[src/hw/ctd_pkg.sv]
// Purpose: Shared constants for the capacitive touch event detector.
// Assumes: One clock, core_clk at 100 MHz; mode pin gives two select bits.
// Notes:   Times are given in their own unit with derived cycle counts.
package ctd_pkg;
  timeunit 1ns;
  timeprecision 1ps;

  // ****************************************************************
  // Output modes
  // ****************************************************************
  typedef enum logic [1:0] {
    CTD_MODE_PUSH   = 2'h0,
    CTD_MODE_TOGGLE = 2'h1,
    CTD_MODE_PULSE  = 2'h2
  } ctd_mode_t;

  // ****************************************************************
  // Timing
  // ****************************************************************
  localparam int CLK_PERIOD_NS       = 10;
  // Oscillator half period before modulation, in nanoseconds.
  localparam int OSC_HALF_NS         = 500;
  localparam int OSC_HALF_CYC        = OSC_HALF_NS / CLK_PERIOD_NS;
  // Spread in percent of the half period.
  localparam int SPREAD_PCT          = 4;
  localparam int SPREAD_CYC          =
    (OSC_HALF_CYC * SPREAD_PCT + 99) / 100;
  // Correction pulse width, in nanoseconds.
  localparam int CORR_NS             = 100;
  localparam int CORR_CYC            =
    (CORR_NS + CLK_PERIOD_NS - 1) / CLK_PERIOD_NS;
  // Pulse mode duration per nanofarad, in tenths of a microsecond.
  localparam int PULSE_US_PER_NF10   = 25000;
  localparam int LFSR_SEED           = 16'hACE1;
  localparam int RUN_THRESHOLD       = 8;

endpackage : ctd_pkg

[src/hw/ctd_detector.sv]
// Purpose: Race decision, correction pulses, run counter and switch output.
// Assumes: Comparator levels are asynchronous to core_clk; mode is static.
// Notes:   The sampling tick is made from core_clk by a dithered divider.

module ctd_detector #(
  parameter int RUN_THRESHOLD = ctd_pkg::RUN_THRESHOLD,
  parameter int CNT_W         = 32,
  parameter int CAP_NF10_W    = 12
) (
  // Clock and reset
  input  wire logic                  core_clk,
  input  wire logic                  nrst,
  // Comparators, active low when below reference
  input  wire logic                  refCompN,
  input  wire logic                  senseCompN,
  // Configuration
  input  wire logic [1:0]            modeSel,
  input  wire logic [CAP_NF10_W-1:0] modeCapNf10,
  // Timing circuit charge switch, shared by both circuits
  output logic                       chargeSwitch,
  // Sensitivity capacitor pin drive
  output logic                       up_correction_pulse,
  output logic                       down_correction_pulse,
  // Switch output
  output logic                       switchOut,
  output logic                       switchOutEn
);
  timeunit 1ns;
  timeprecision 1ps;

  // ****************************************************************
  // Reset release
  // ****************************************************************
  logic rstMeta;
  logic rstSyncN;

  always_ff @(posedge core_clk or negedge nrst) begin
    if (!nrst) begin
      rstMeta  <= 1'b0;
      rstSyncN <= 1'b0;
    end else begin
      rstMeta  <= 1'b1;
      rstSyncN <= rstMeta;
    end
  end

  // ****************************************************************
  // Dithered oscillator
  // ****************************************************************
  logic [15:0] lfsr;
  logic [15:0] halfCnt;
  logic        phaseTick;

  function automatic logic [15:0] halfLoad(input logic [15:0] rnd);
    logic [15:0] base;
    base = 16'(ctd_pkg::OSC_HALF_CYC - ctd_pkg::SPREAD_CYC);
    halfLoad = base + 16'(rnd % 16'(2 * ctd_pkg::SPREAD_CYC + 1));
  endfunction : halfLoad

  always_ff @(posedge core_clk or negedge rstSyncN) begin
    if (!rstSyncN) begin
      lfsr <= 16'(ctd_pkg::LFSR_SEED);
    end else if (phaseTick) begin
      lfsr <= {lfsr[14:0], lfsr[15] ^ lfsr[13] ^ lfsr[12] ^ lfsr[10]};
    end
  end

  always_ff @(posedge core_clk or negedge rstSyncN) begin
    if (!rstSyncN) begin
      halfCnt <= 16'(ctd_pkg::OSC_HALF_CYC - 1);
    end else if (phaseTick) begin
      halfCnt <= halfLoad(lfsr) - 16'h0001;
    end else begin
      halfCnt <= halfCnt - 16'h0001;
    end
  end

  assign phaseTick = (halfCnt == 16'h0000);

  // Charge phase is one oscillator half period, discharge the next; the sample
  // tick falls at the end of each discharge, so fs equals the oscillator.
  always_ff @(posedge core_clk or negedge rstSyncN) begin
    if (!rstSyncN) begin
      chargeSwitch <= 1'b1;
    end else if (phaseTick) begin
      chargeSwitch <= !chargeSwitch;
    end
  end

  logic sampleTick;
  assign sampleTick = phaseTick && !chargeSwitch;

  // ****************************************************************
  // Comparator synchronisers and race
  // ****************************************************************
  logic refMeta;
  logic refSync;
  logic senseMeta;
  logic senseSync;

  always_ff @(posedge core_clk or negedge rstSyncN) begin
    if (!rstSyncN) begin
      refMeta   <= 1'b1;
      refSync   <= 1'b1;
      senseMeta <= 1'b1;
      senseSync <= 1'b1;
    end else begin
      refMeta   <= refCompN;
      refSync   <= refMeta;
      senseMeta <= senseCompN;
      senseSync <= senseMeta;
    end
  end

  // First low-going comparator in the discharge phase wins; a tie is given
  // to the reference so that the loop keeps a slight upward bias.
  logic decided;
  logic refWon;

  always_ff @(posedge core_clk or negedge rstSyncN) begin
    if (!rstSyncN) begin
      decided <= 1'b0;
      refWon  <= 1'b0;
    end else if (chargeSwitch || sampleTick) begin
      decided <= 1'b0;
    end else if (!decided && (!refSync || !senseSync)) begin
      decided <= 1'b1;
      refWon  <= !refSync;
    end
  end

  // A cycle with no comparator fall counts as a sensor win: the plate is
  // taken as faster than the reference.
  logic upEvent;
  logic downEvent;
  assign upEvent   = sampleTick && decided && refWon;
  assign downEvent = sampleTick && !(decided && refWon);

  // ****************************************************************
  // Correction pulses
  // ****************************************************************
  logic [7:0] corrCnt;

  always_ff @(posedge core_clk or negedge rstSyncN) begin
    if (!rstSyncN) begin
      corrCnt <= 8'h00;
    end else if (upEvent || downEvent) begin
      corrCnt <= 8'(ctd_pkg::CORR_CYC);
    end else if (corrCnt != 8'h00) begin
      corrCnt <= corrCnt - 8'h01;
    end
  end

  always_ff @(posedge core_clk or negedge rstSyncN) begin
    if (!rstSyncN) begin
      up_correction_pulse   <= 1'b0;
      down_correction_pulse <= 1'b0;
    end else if (upEvent || downEvent) begin
      up_correction_pulse   <= upEvent;
      down_correction_pulse <= downEvent;
    end else if (corrCnt == 8'h01) begin
      up_correction_pulse   <= 1'b0;
      down_correction_pulse <= 1'b0;
    end
  end

  // ****************************************************************
  // Run counter and event detection
  // ****************************************************************
  logic [7:0] runCnt;
  logic       lastUp;
  logic       eventActive;

  // Alternating pulses keep the count at one, so a balanced loop never
  // reaches the threshold.
  always_ff @(posedge core_clk or negedge rstSyncN) begin
    if (!rstSyncN) begin
      runCnt <= 8'h00;
      lastUp <= 1'b0;
    end else if (sampleTick) begin
      lastUp <= upEvent;
      if (upEvent != lastUp) begin
        runCnt <= 8'h01;
      end else if (runCnt != 8'hFF) begin
        runCnt <= runCnt + 8'h01;
      end
    end
  end

  // Up runs mean the plate capacitance rose: the event is present.
  always_ff @(posedge core_clk or negedge rstSyncN) begin
    if (!rstSyncN) begin
      eventActive <= 1'b0;
    end else if (sampleTick && runCnt >= 8'(RUN_THRESHOLD - 1)
                 && upEvent == lastUp) begin
      eventActive <= upEvent;
    end
  end

  logic eventPrev;
  logic eventRise;

  always_ff @(posedge core_clk or negedge rstSyncN) begin
    if (!rstSyncN) begin
      eventPrev <= 1'b0;
    end else begin
      eventPrev <= eventActive;
    end
  end

  assign eventRise = eventActive && !eventPrev;

  // ****************************************************************
  // Output modes
  // ****************************************************************
  logic [CNT_W-1:0] pulseLoad;
  logic             pulseBusy;
  logic             pulseStart;

  assign pulseLoad  = CNT_W'(modeCapNf10) *
    CNT_W'(ctd_pkg::PULSE_US_PER_NF10 / 10 * 1000 / ctd_pkg::CLK_PERIOD_NS
           / 10);
  assign pulseStart = eventRise && !pulseBusy
                      && modeSel == ctd_pkg::CTD_MODE_PULSE;

  ctd_pulse_timer #(
    .CNT_W      (CNT_W)
  ) u_pulse (
    .core_clk   (core_clk),
    .rstSyncN   (rstSyncN),
    .start      (pulseStart),
    .loadCycles (pulseLoad),
    .busy       (pulseBusy)
  );

  logic toggleState;

  always_ff @(posedge core_clk or negedge rstSyncN) begin
    if (!rstSyncN) begin
      toggleState <= 1'b0;
    end else if (eventRise && modeSel == ctd_pkg::CTD_MODE_TOGGLE) begin
      toggleState <= !toggleState;
    end
  end

  logic next_switch;

  always_comb begin
    case (modeSel)
      ctd_pkg::CTD_MODE_PUSH:   next_switch = eventActive;
      ctd_pkg::CTD_MODE_TOGGLE: next_switch = toggleState;
      ctd_pkg::CTD_MODE_PULSE:  next_switch = pulseBusy;
      default:                  next_switch = eventActive;
    endcase
  end

  always_ff @(posedge core_clk or negedge rstSyncN) begin
    if (!rstSyncN) begin
      switchOut   <= 1'b0;
      switchOutEn <= 1'b0;
    end else begin
      switchOut   <= next_switch;
      switchOutEn <= next_switch;
    end
  end

endmodule : ctd_detector

[src/hw/ctd_pulse_timer.sv]
// Purpose: Down counter that holds the pulse-mode output active.
// Assumes: start is a one-cycle pulse; load value already in cycles.
// Notes:   A start while busy is ignored by the caller, not here.
module ctd_pulse_timer #(
  parameter int CNT_W = 32
) (
  // Clock and reset
  input  wire logic             core_clk,
  input  wire logic             rstSyncN,
  // Control
  input  wire logic             start,
  input  wire logic [CNT_W-1:0] loadCycles,
  // Status
  output logic                  busy
);
  timeunit 1ns;
  timeprecision 1ps;

  logic [CNT_W-1:0] remain;

  always_ff @(posedge core_clk or negedge rstSyncN) begin
    if (!rstSyncN) begin
      remain <= '0;
    end else if (start) begin
      remain <= loadCycles;
    end else if (remain != '0) begin
      remain <= remain - 1'b1;
    end
  end

  always_ff @(posedge core_clk or negedge rstSyncN) begin
    if (!rstSyncN) begin
      busy <= 1'b0;
    end else begin
      busy <= start || (remain > {{(CNT_W-1){1'b0}}, 1'b1});
    end
  end

endmodule : ctd_pulse_timer

[config.mk]
export PLATFORM = sky130hd
export DESIGN_NAME = ctd_detector
export DESIGN_NICKNAME = d
export VERILOG_FILES = /design/src/hw/ctd_pkg.sv /design/src/hw/ctd_detector.sv /design/src/hw/ctd_pulse_timer.sv
export SDC_FILE = /design/constraint.sdc
export NUM_CORES = 1
export LEC_CHECK = 0
export BUFFER_PORTS_ARGS = -buffer_cell sky130_fd_sc_hd__clkbuf_2
export CORE_ASPECT_RATIO = 2
export CORE_UTILIZATION = 60
export DETAILED_ROUTE_END_ITERATION = 16
export PLACE_DENSITY = 0.88
export SYNTH_ARGS = -nofsm -noshare
export SYNTH_HDL_FRONTEND = slang
export SYNTH_HIERARCHICAL = 1
export SYNTH_SLANG_ARGS = --single-unit
[constraint.sdc]
create_clock -name core_clk -period 5.9 [get_ports core_clk]
set_input_delay 0.295 -clock core_clk [delete_from_list [all_inputs] [get_ports core_clk]]
set_output_delay 0.295 -clock core_clk [all_outputs]
set_load 0.01 [all_outputs]
==> results of run 1 <==
## worst min-delay path by stage
stage          slack [ns]       to     start
2_1_floorplan     -0.0006  rstMeta      nrst
6_report             0.02  refMeta  refCompN
3_3_place_gp         0.08  rstMeta      nrst
5_1_grt             0.008  refMeta  refCompN
3_5_place_dp         0.08  rstMeta      nrst
4_1_cts              0.02  refMeta  refCompN
## cell families after synthesis
family / Yosys count / synth area share
adders and majority gates: 127 / 0.180
xor gates and xnor gates: 65 / 0.0569
and+or+nand+nor: 382 / 0.208
other: 2 / 0.000751
buffers and inverters: 187 / 0.0798
DFF: 97 / 0.245
muxes: 18 / 0.0204
AOI/OAI and AO/OA: 303 / 0.209
## worst max-delay path, delay by kind of cell (launching register included)
kind	cells	cell delay (ns)
fa+ha+maj	2	0.35
flops	1	0.59
compound gates	14	2.78
xor+xnor	1	0.21
mux	2	0.46
buf+inv	8	1.14
simple gates	7	1.99
## area by class of cell
cell class | instances | area (um2)
inverters | 122 | 460
fillers | 937 | 3660
clock inverters | 3 | 26.3
flip-flops and latches | 97 | 2450
clock buffers | 13 | 260
well taps | 204 | 255
repair buffers | 214 | 1620
multi-input cells | 904 | 7530
## report_power, final
| part | total [W] | internal (W) | switching [W] |
|---|---|---|---|
| combinational | 0.000777 | 0.000333 | 0.000444 |
| sequential | 0.000675 | 0.000669 | 0.00000581 |
| clock | 0.000566 | 0.000312 | 0.000254 |
## registers in the layout (all words and copies together), names as in the netlist
register and cells:
rstMeta 1, refMeta 1, chargeSwitch 1, up_correction_pulse 1, down_correction_pulse 1, u_pulse/busy 1, refSync 1, eventPrev 1
senseSync 1, decided 1, runCnt 8, switchOutEn 1, lastUp 1, eventActive 1, lfsr 16, corrCnt 8
halfCnt 16, refWon 1, senseMeta 1, u_pulse/remain 32, rstSyncN 1, toggleState 1
## per-layer routing
| layer | part of all wire | vias to the layer above | track usage |
|---|---|---|---|
| met5 | 0 | - | 0 |
| met3 | 0.066 | 351 | 0.0825 |
| met1 | 0.30 | 5074 | 0.344 |
| met4 | 0.11 | 0 | 0.368 |
| li1 | - | 4569 | - |
| met2 | 0.52 | 710 | 0.722 |
## cells in the final DEF (no fill, tap or decap), types with 6 or more instances in the layout
cell type and count:
xor2_1 13, and2_1 7, nor4_1 14, a21oi_2 11
dfrtp_1 80, clkbuf_16 9, nand2_1 77, nand2b_1 14
o41ai_1 7, dfstp_2 16, a21oi_1 55, or3_1 26
buf_6 14, a21o_1 11, a31oi_1 17, o21ai_0 64
a221oi_1 6, nand4_1 11, ha_1 93, nand3_1 24
buf_4 176, conb_1 9, nor2_1 76, inv_1 117
o211a_1 7, o31ai_1 6, nor3_1 39, o21ai_1 12
mux2i_1 9, xnor2_1 44, fa_1 28, clkbuf_2 22
and3_1 9
## per-stage QoR
stage,setup slack [ns],power (W),cell area (um2)
floorplan,-0.776,0.00125,10200
global placement,-1.00,0.00136,11300
detailed placement,-1.23,0.00143,11300
CTS,-0.822,0.00199,12200
global route,-2.19,0.00215,12600
finish,-1.74,0.00202,12600
## timing repair
item	CTS	global route
endpoints found under the hold margin	2	0
pin swaps	51	31
setup endpoints to repair	16	18
hold buffers	1	0
resized for setup	76	54
buffers inserted	32	20
==> flow_summary_export.csv, run 1 <==
group,metric,value,unit
synthesis,yosys.area.top_type,"dfrtp_1",
grt,gr-total-overflow,0,
layout,final_nets,1492,
clock_network,cts_tree,"yes",
floorplanning,start_util,0.615,
hold_path,min_path_cells,1,
worst_setup_path,end_kind,"register",
route,viasPerCell,6.87,
timing,relSlewSlack,0.338,
route,drc,0,
timing,tightest_slew,0.986,ns
clock_network,clock_sinks,97,
worst_setup_path,timing.rr.start,"lfsr[15]",
worst_setup_path,critPathSlowestCell,"nor3_1",
timing,setup_viol,16,
grt,grt_max_degree,62,
timing,fin_hold_ws,0.0204,ns
grt,grt_usage,0.394,
clock_network,cts_buffer_depth,2,
synthesis,synth-edff-count,0,
floorplanning,die-area,17200,um2
worst_setup_path,critPathLaunch,"lfsr[15]",
route,wl,35.0,mm
synthesis,synth_area,10000,um2
placed_design,place.gp.congestion,0.913,
synthesis,netlist.area_leader.share,0.203,
hold_path,hp-class,"in2reg",
worst_setup_path,crit_arrival,7.90,ns
timing,finalCritPeriodShare,1.29,
layout,area_delta_synth_final,26.1,%
grt,grt_pass1_wl,52.2,mm
route,dr.pass1.iters,7,
clock_network,h-tree-depth,3,
worst_setup_path,reg2reg_depth,34,
timing,report.final.hold_viol_count,0,
placed_design,dpl.hpwl,22.1,mm
synthesis,avgSynthCellArea,8.46,um2
synthesis,syn_inst,1181,
worst_setup_path,cp_max_fo,7,
route,ant_nets,0,
route,via_count,10700,
synthesis,ys_ff_latch,97,
worst_setup_path,ff2ff_setup_slack,-1.74,ns
layout,antennaDiodeCount,0,
timing,max_clock_freq,131,MHz
timing,rsz0062_at_grt,"true",
timing,drv_slew,0,
route,wl_per_cell,22.5,um
worst_setup_path,cp-start-kind,"register",
floorplanning,ioPinCount,23,
clock_network,clkSlewWorstSetupHoldPaths,0.07,ns
outcome,status,"finished with violations",
floorplanning,core,16300,um2
layout,drive_gt1_frac,0.280,
floorplanning,die_y,185,um
clock_network,clockRootBuffer,"clkbuf_16",
power,irDropWorstVdd,180,uV
layout,fin_util,0.775,
grt,antenna_found_initial,0,
worst_setup_path,r2r_end,"halfCnt[9]",
route,drt-initial-drc-count,1141,
synthesis,yosys_warnings,6,
timing,min_period,7.64,ns
synthesis,synth_ff_type,"dfrtp_1",
clock_network,clk_latency,0.35,ns
layout,instances_no_fill,1557,
floorplanning,num_rows,66,
power,power_density,160,nW/um2
worst_setup_path,crit_type,"reg2reg",
power,p_leak,5.69,nW
clock_network,cts_made_buffers,9,
timing,worst_slack,-1.74,ns
synthesis,synth_cell_types,105,
grt,first_global_vias,10800,
synthesis,async_flop_share,1.00,
synthesis,synth_commonest_cells,"inv_1, ha_1, dfrtp_1",
synthesis,yosys-top-cells-area,"dfrtp_1, ha_1, fa_1",
synthesis,ys_seq_area_frac,0.245,
floorplanning,chipWidth,93.3,um
placed_design,place_inst,1493,
worst_setup_path,crit_end,"halfCnt[9]",
worst_setup_path,slowest_delay,0.66,ns
placed_design,port_buffers,22,
worst_setup_path,cp_common_cell,"buf_4",
synthesis,yosysMostFrequentCell,"inv_1",
timing,clock_skew,0.00713,ns
job,drv_cap,0,
outcome,violations,"setup timing",
timing,tns,-23.91,ns
worst_setup_path,required,6.16,ns
Power figures use the tool's default switching activity.
==> inputs of run 2 (changes only) <==
--- a/config.mk
+++ b/config.mk
@@ -7,7 +7,9 @@
 export LEC_CHECK = 0
 export BUFFER_PORTS_ARGS = -buffer_cell sky130_fd_sc_hd__clkbuf_2
 export CORE_ASPECT_RATIO = 2
+export CORE_MARGIN = 2
 export CORE_UTILIZATION = 60
+export CTS_BUF_LIST = sky130_fd_sc_hd__clkbuf_16
 export DETAILED_ROUTE_END_ITERATION = 16
 export PLACE_DENSITY = 0.88
 export SYNTH_ARGS = -nofsm -noshare
==> flow_summary_export.csv, run 2 (same netlist as run 1, synthesis figures left out) <==
group,metric,value,unit
outcome,status,"finished with violations",
outcome,violations,"setup timing",
layout,largest_register,"u_pulse/remain",
layout,final_area,12200,um2
route,ant_nets,0,
timing,drv_slew,0,
timing,setup_viol,16,
timing,clock_skew,0.0144,ns
grt,gr-total-overflow,0,
timing,report.final.hold_viol_count,0,
layout,final_nets,1459,
timing,tightest_slew,1.11,ns
placed_design,pre_cts_slack,-1.20,ns
timing,rsz0062_at_grt,"true",
worst_setup_path,critPathSlowestCell,"or4b_1",
layout,fill_cells,967,
job,drv_cap,0,
layout,layout.cells.most_common,"buf_4",
hold_path,hp-class,"in2reg",
grt,grt_max_degree,52,
clock_network,clk_latency,0.36,ns
power,p_leak,5.53,nW
clock_network,clock_sinks,97,
route,viasPerCell,6.80,
timing,finalCritPeriodShare,1.26,
clock_network,cts_tree,"yes",
worst_setup_path,crit_arrival,7.69,ns
clock_network,cts_buffer_depth,2,
layout,largestRegisters,"u_pulse/remain x32, halfCnt x16, lfsr x16",
floorplanning,die-area,17800,um2
floorplanning,num_rows,66,
clock_network,clockRootBuffer,"clkbuf_16",
grt,grt_usage,0.366,
floorplanning,ioPinCount,23,
placed_design,place.gp.congestion,0.946,
route,wl_per_cell,22.1,um
worst_setup_path,crit_type,"reg2reg",
clock_network,clkSlewWorstSetupHoldPaths,0.07,ns
timing,worst_slack,-1.51,ns
timing,relSlewSlack,0.253,
worst_setup_path,cp-start-kind,"register",
route,via_count,10400,
clock_network,cts_made_buffers,9,
layout,largest_reg_flops,32,
floorplanning,chipWidth,95.3,um
worst_setup_path,required,6.18,ns
timing,min_period,7.41,ns
placed_design,placed_area,11300,um2
layout,antennaDiodeCount,0,
route,dr.pass1.iters,6,
route,drc,0,
floorplanning,start_util,0.615,
grt,first_global_vias,10600,
floorplanning,core,16300,um2
placed_design,dpl.hpwl,21.7,mm
clock_network,h-tree-depth,3,
layout,mostFrequentLayoutCells,"buf_4, inv_1, ha_1",
power,power_density,171,nW/um2
worst_setup_path,cp_max_fo,13,
placed_design,port_buffers,22,
worst_setup_path,end_kind,"register",
timing,max_clock_freq,135,MHz
floorplanning,die_y,187,um
layout,instances_no_fill,1524,
placed_design,place_inst,1486,
grt,grt_pass1_wl,51.4,mm
route,drt-initial-drc-count,1028,
grt,antenna_found_initial,0,
layout,drive_gt1_frac,0.242,
timing,tns,-22.10,ns
layout,area_delta_synth_final,22.3,%
worst_setup_path,slowest_delay,0.46,ns
route,wl,33.7,mm
power,irDropWorstVdd,208,uV
## run 2: cell count changes in the layout (fill, tap and decap cells not counted), moves of 5 or more
cell     before  now
o21ai_0      64   69
buf_6        14    4
a21oi_2      11    6
a21oi_1      55   62
buf_12        1    6
buf_4       176  147
## run 2: final timing paths
kind | from | end | slack [ns] | depth (start not counted)
min in group asynchronous | nrst | rstSyncN | 0.26 | 2
worst min-delay path | refCompN | refMeta | 0.02 | 1
max in group asynchronous | rstSyncN | runCnt[5] | 4.47 | 1
worst max-delay path | lfsr[15] | halfCnt[9] | -1.51 | 32
worst max register to register | lfsr[15] | halfCnt[9] | -1.51 | 32
worst min register to register | rstSyncN | lfsr[4] | 0.33 | 0
## run 2: area by class of cell
type                       count  area (um2)  area share
multi-input combinational    904        7320       0.599
sequential                    97        2450       0.200
timing repair buffer         181        1420       0.116
inverter                     122         458      0.0374
tap                          204         255      0.0209
clock buffer                   9         225      0.0184
clock inverter                 7         101     0.00829
## run 2: critical path, delay by kind of cell, from the launching register on
family	cells	cell delay, ns
AOI/OAI and AO/OA	13	2.53
xor gates and xnor gates	1	0.19
adders and majority gates	2	0.41
buffers and inverters	5	0.72
and+or+nand+nor	9	2.39
DFF	1	0.44
muxes	2	0.64
## run 2: power by group
group | switching, W | internal (W) | leakage [nW] | total, W
Combinational | 0.000432 | 0.000329 | 4.19 | 0.000761
Clock | 0.000278 | 0.000377 | 0.164 | 0.000655
Sequential | 0.00000687 | 0.000669 | 1.17 | 0.000675
Total | 0.000717 | 0.00137 | 5.53 | 0.00209
## run 2: metal layers
layer	global-route usage	vias up	wire, um
li1	-	4503	-
met1	0.347	4935	10200
met2	0.654	645	18100
met3	0.0670	281	1970
met4	0.297	0	3430
met5	0	-	0
## run 2: stage by stage
step           hold WS, ns  total power, W  utilization
4_1_cts             0.0202         0.00207        0.736
2_1_floorplan    -0.000591         0.00125            -
3_5_place_dp        0.0891         0.00143        0.695
5_1_grt             0.0183         0.00221        0.752
6_report            0.0190         0.00209        0.752
3_3_place_gp        0.0880         0.00136        0.695
## run 2: what timing repair did
item	in CTS	in global routing
setup buffers	13	9
setup endpoints to repair	16	17
endpoints found under the hold margin	2	0
resized for setup	36	39
hold buffers	1	0
pin swaps	25	9
gates cloned	1	0
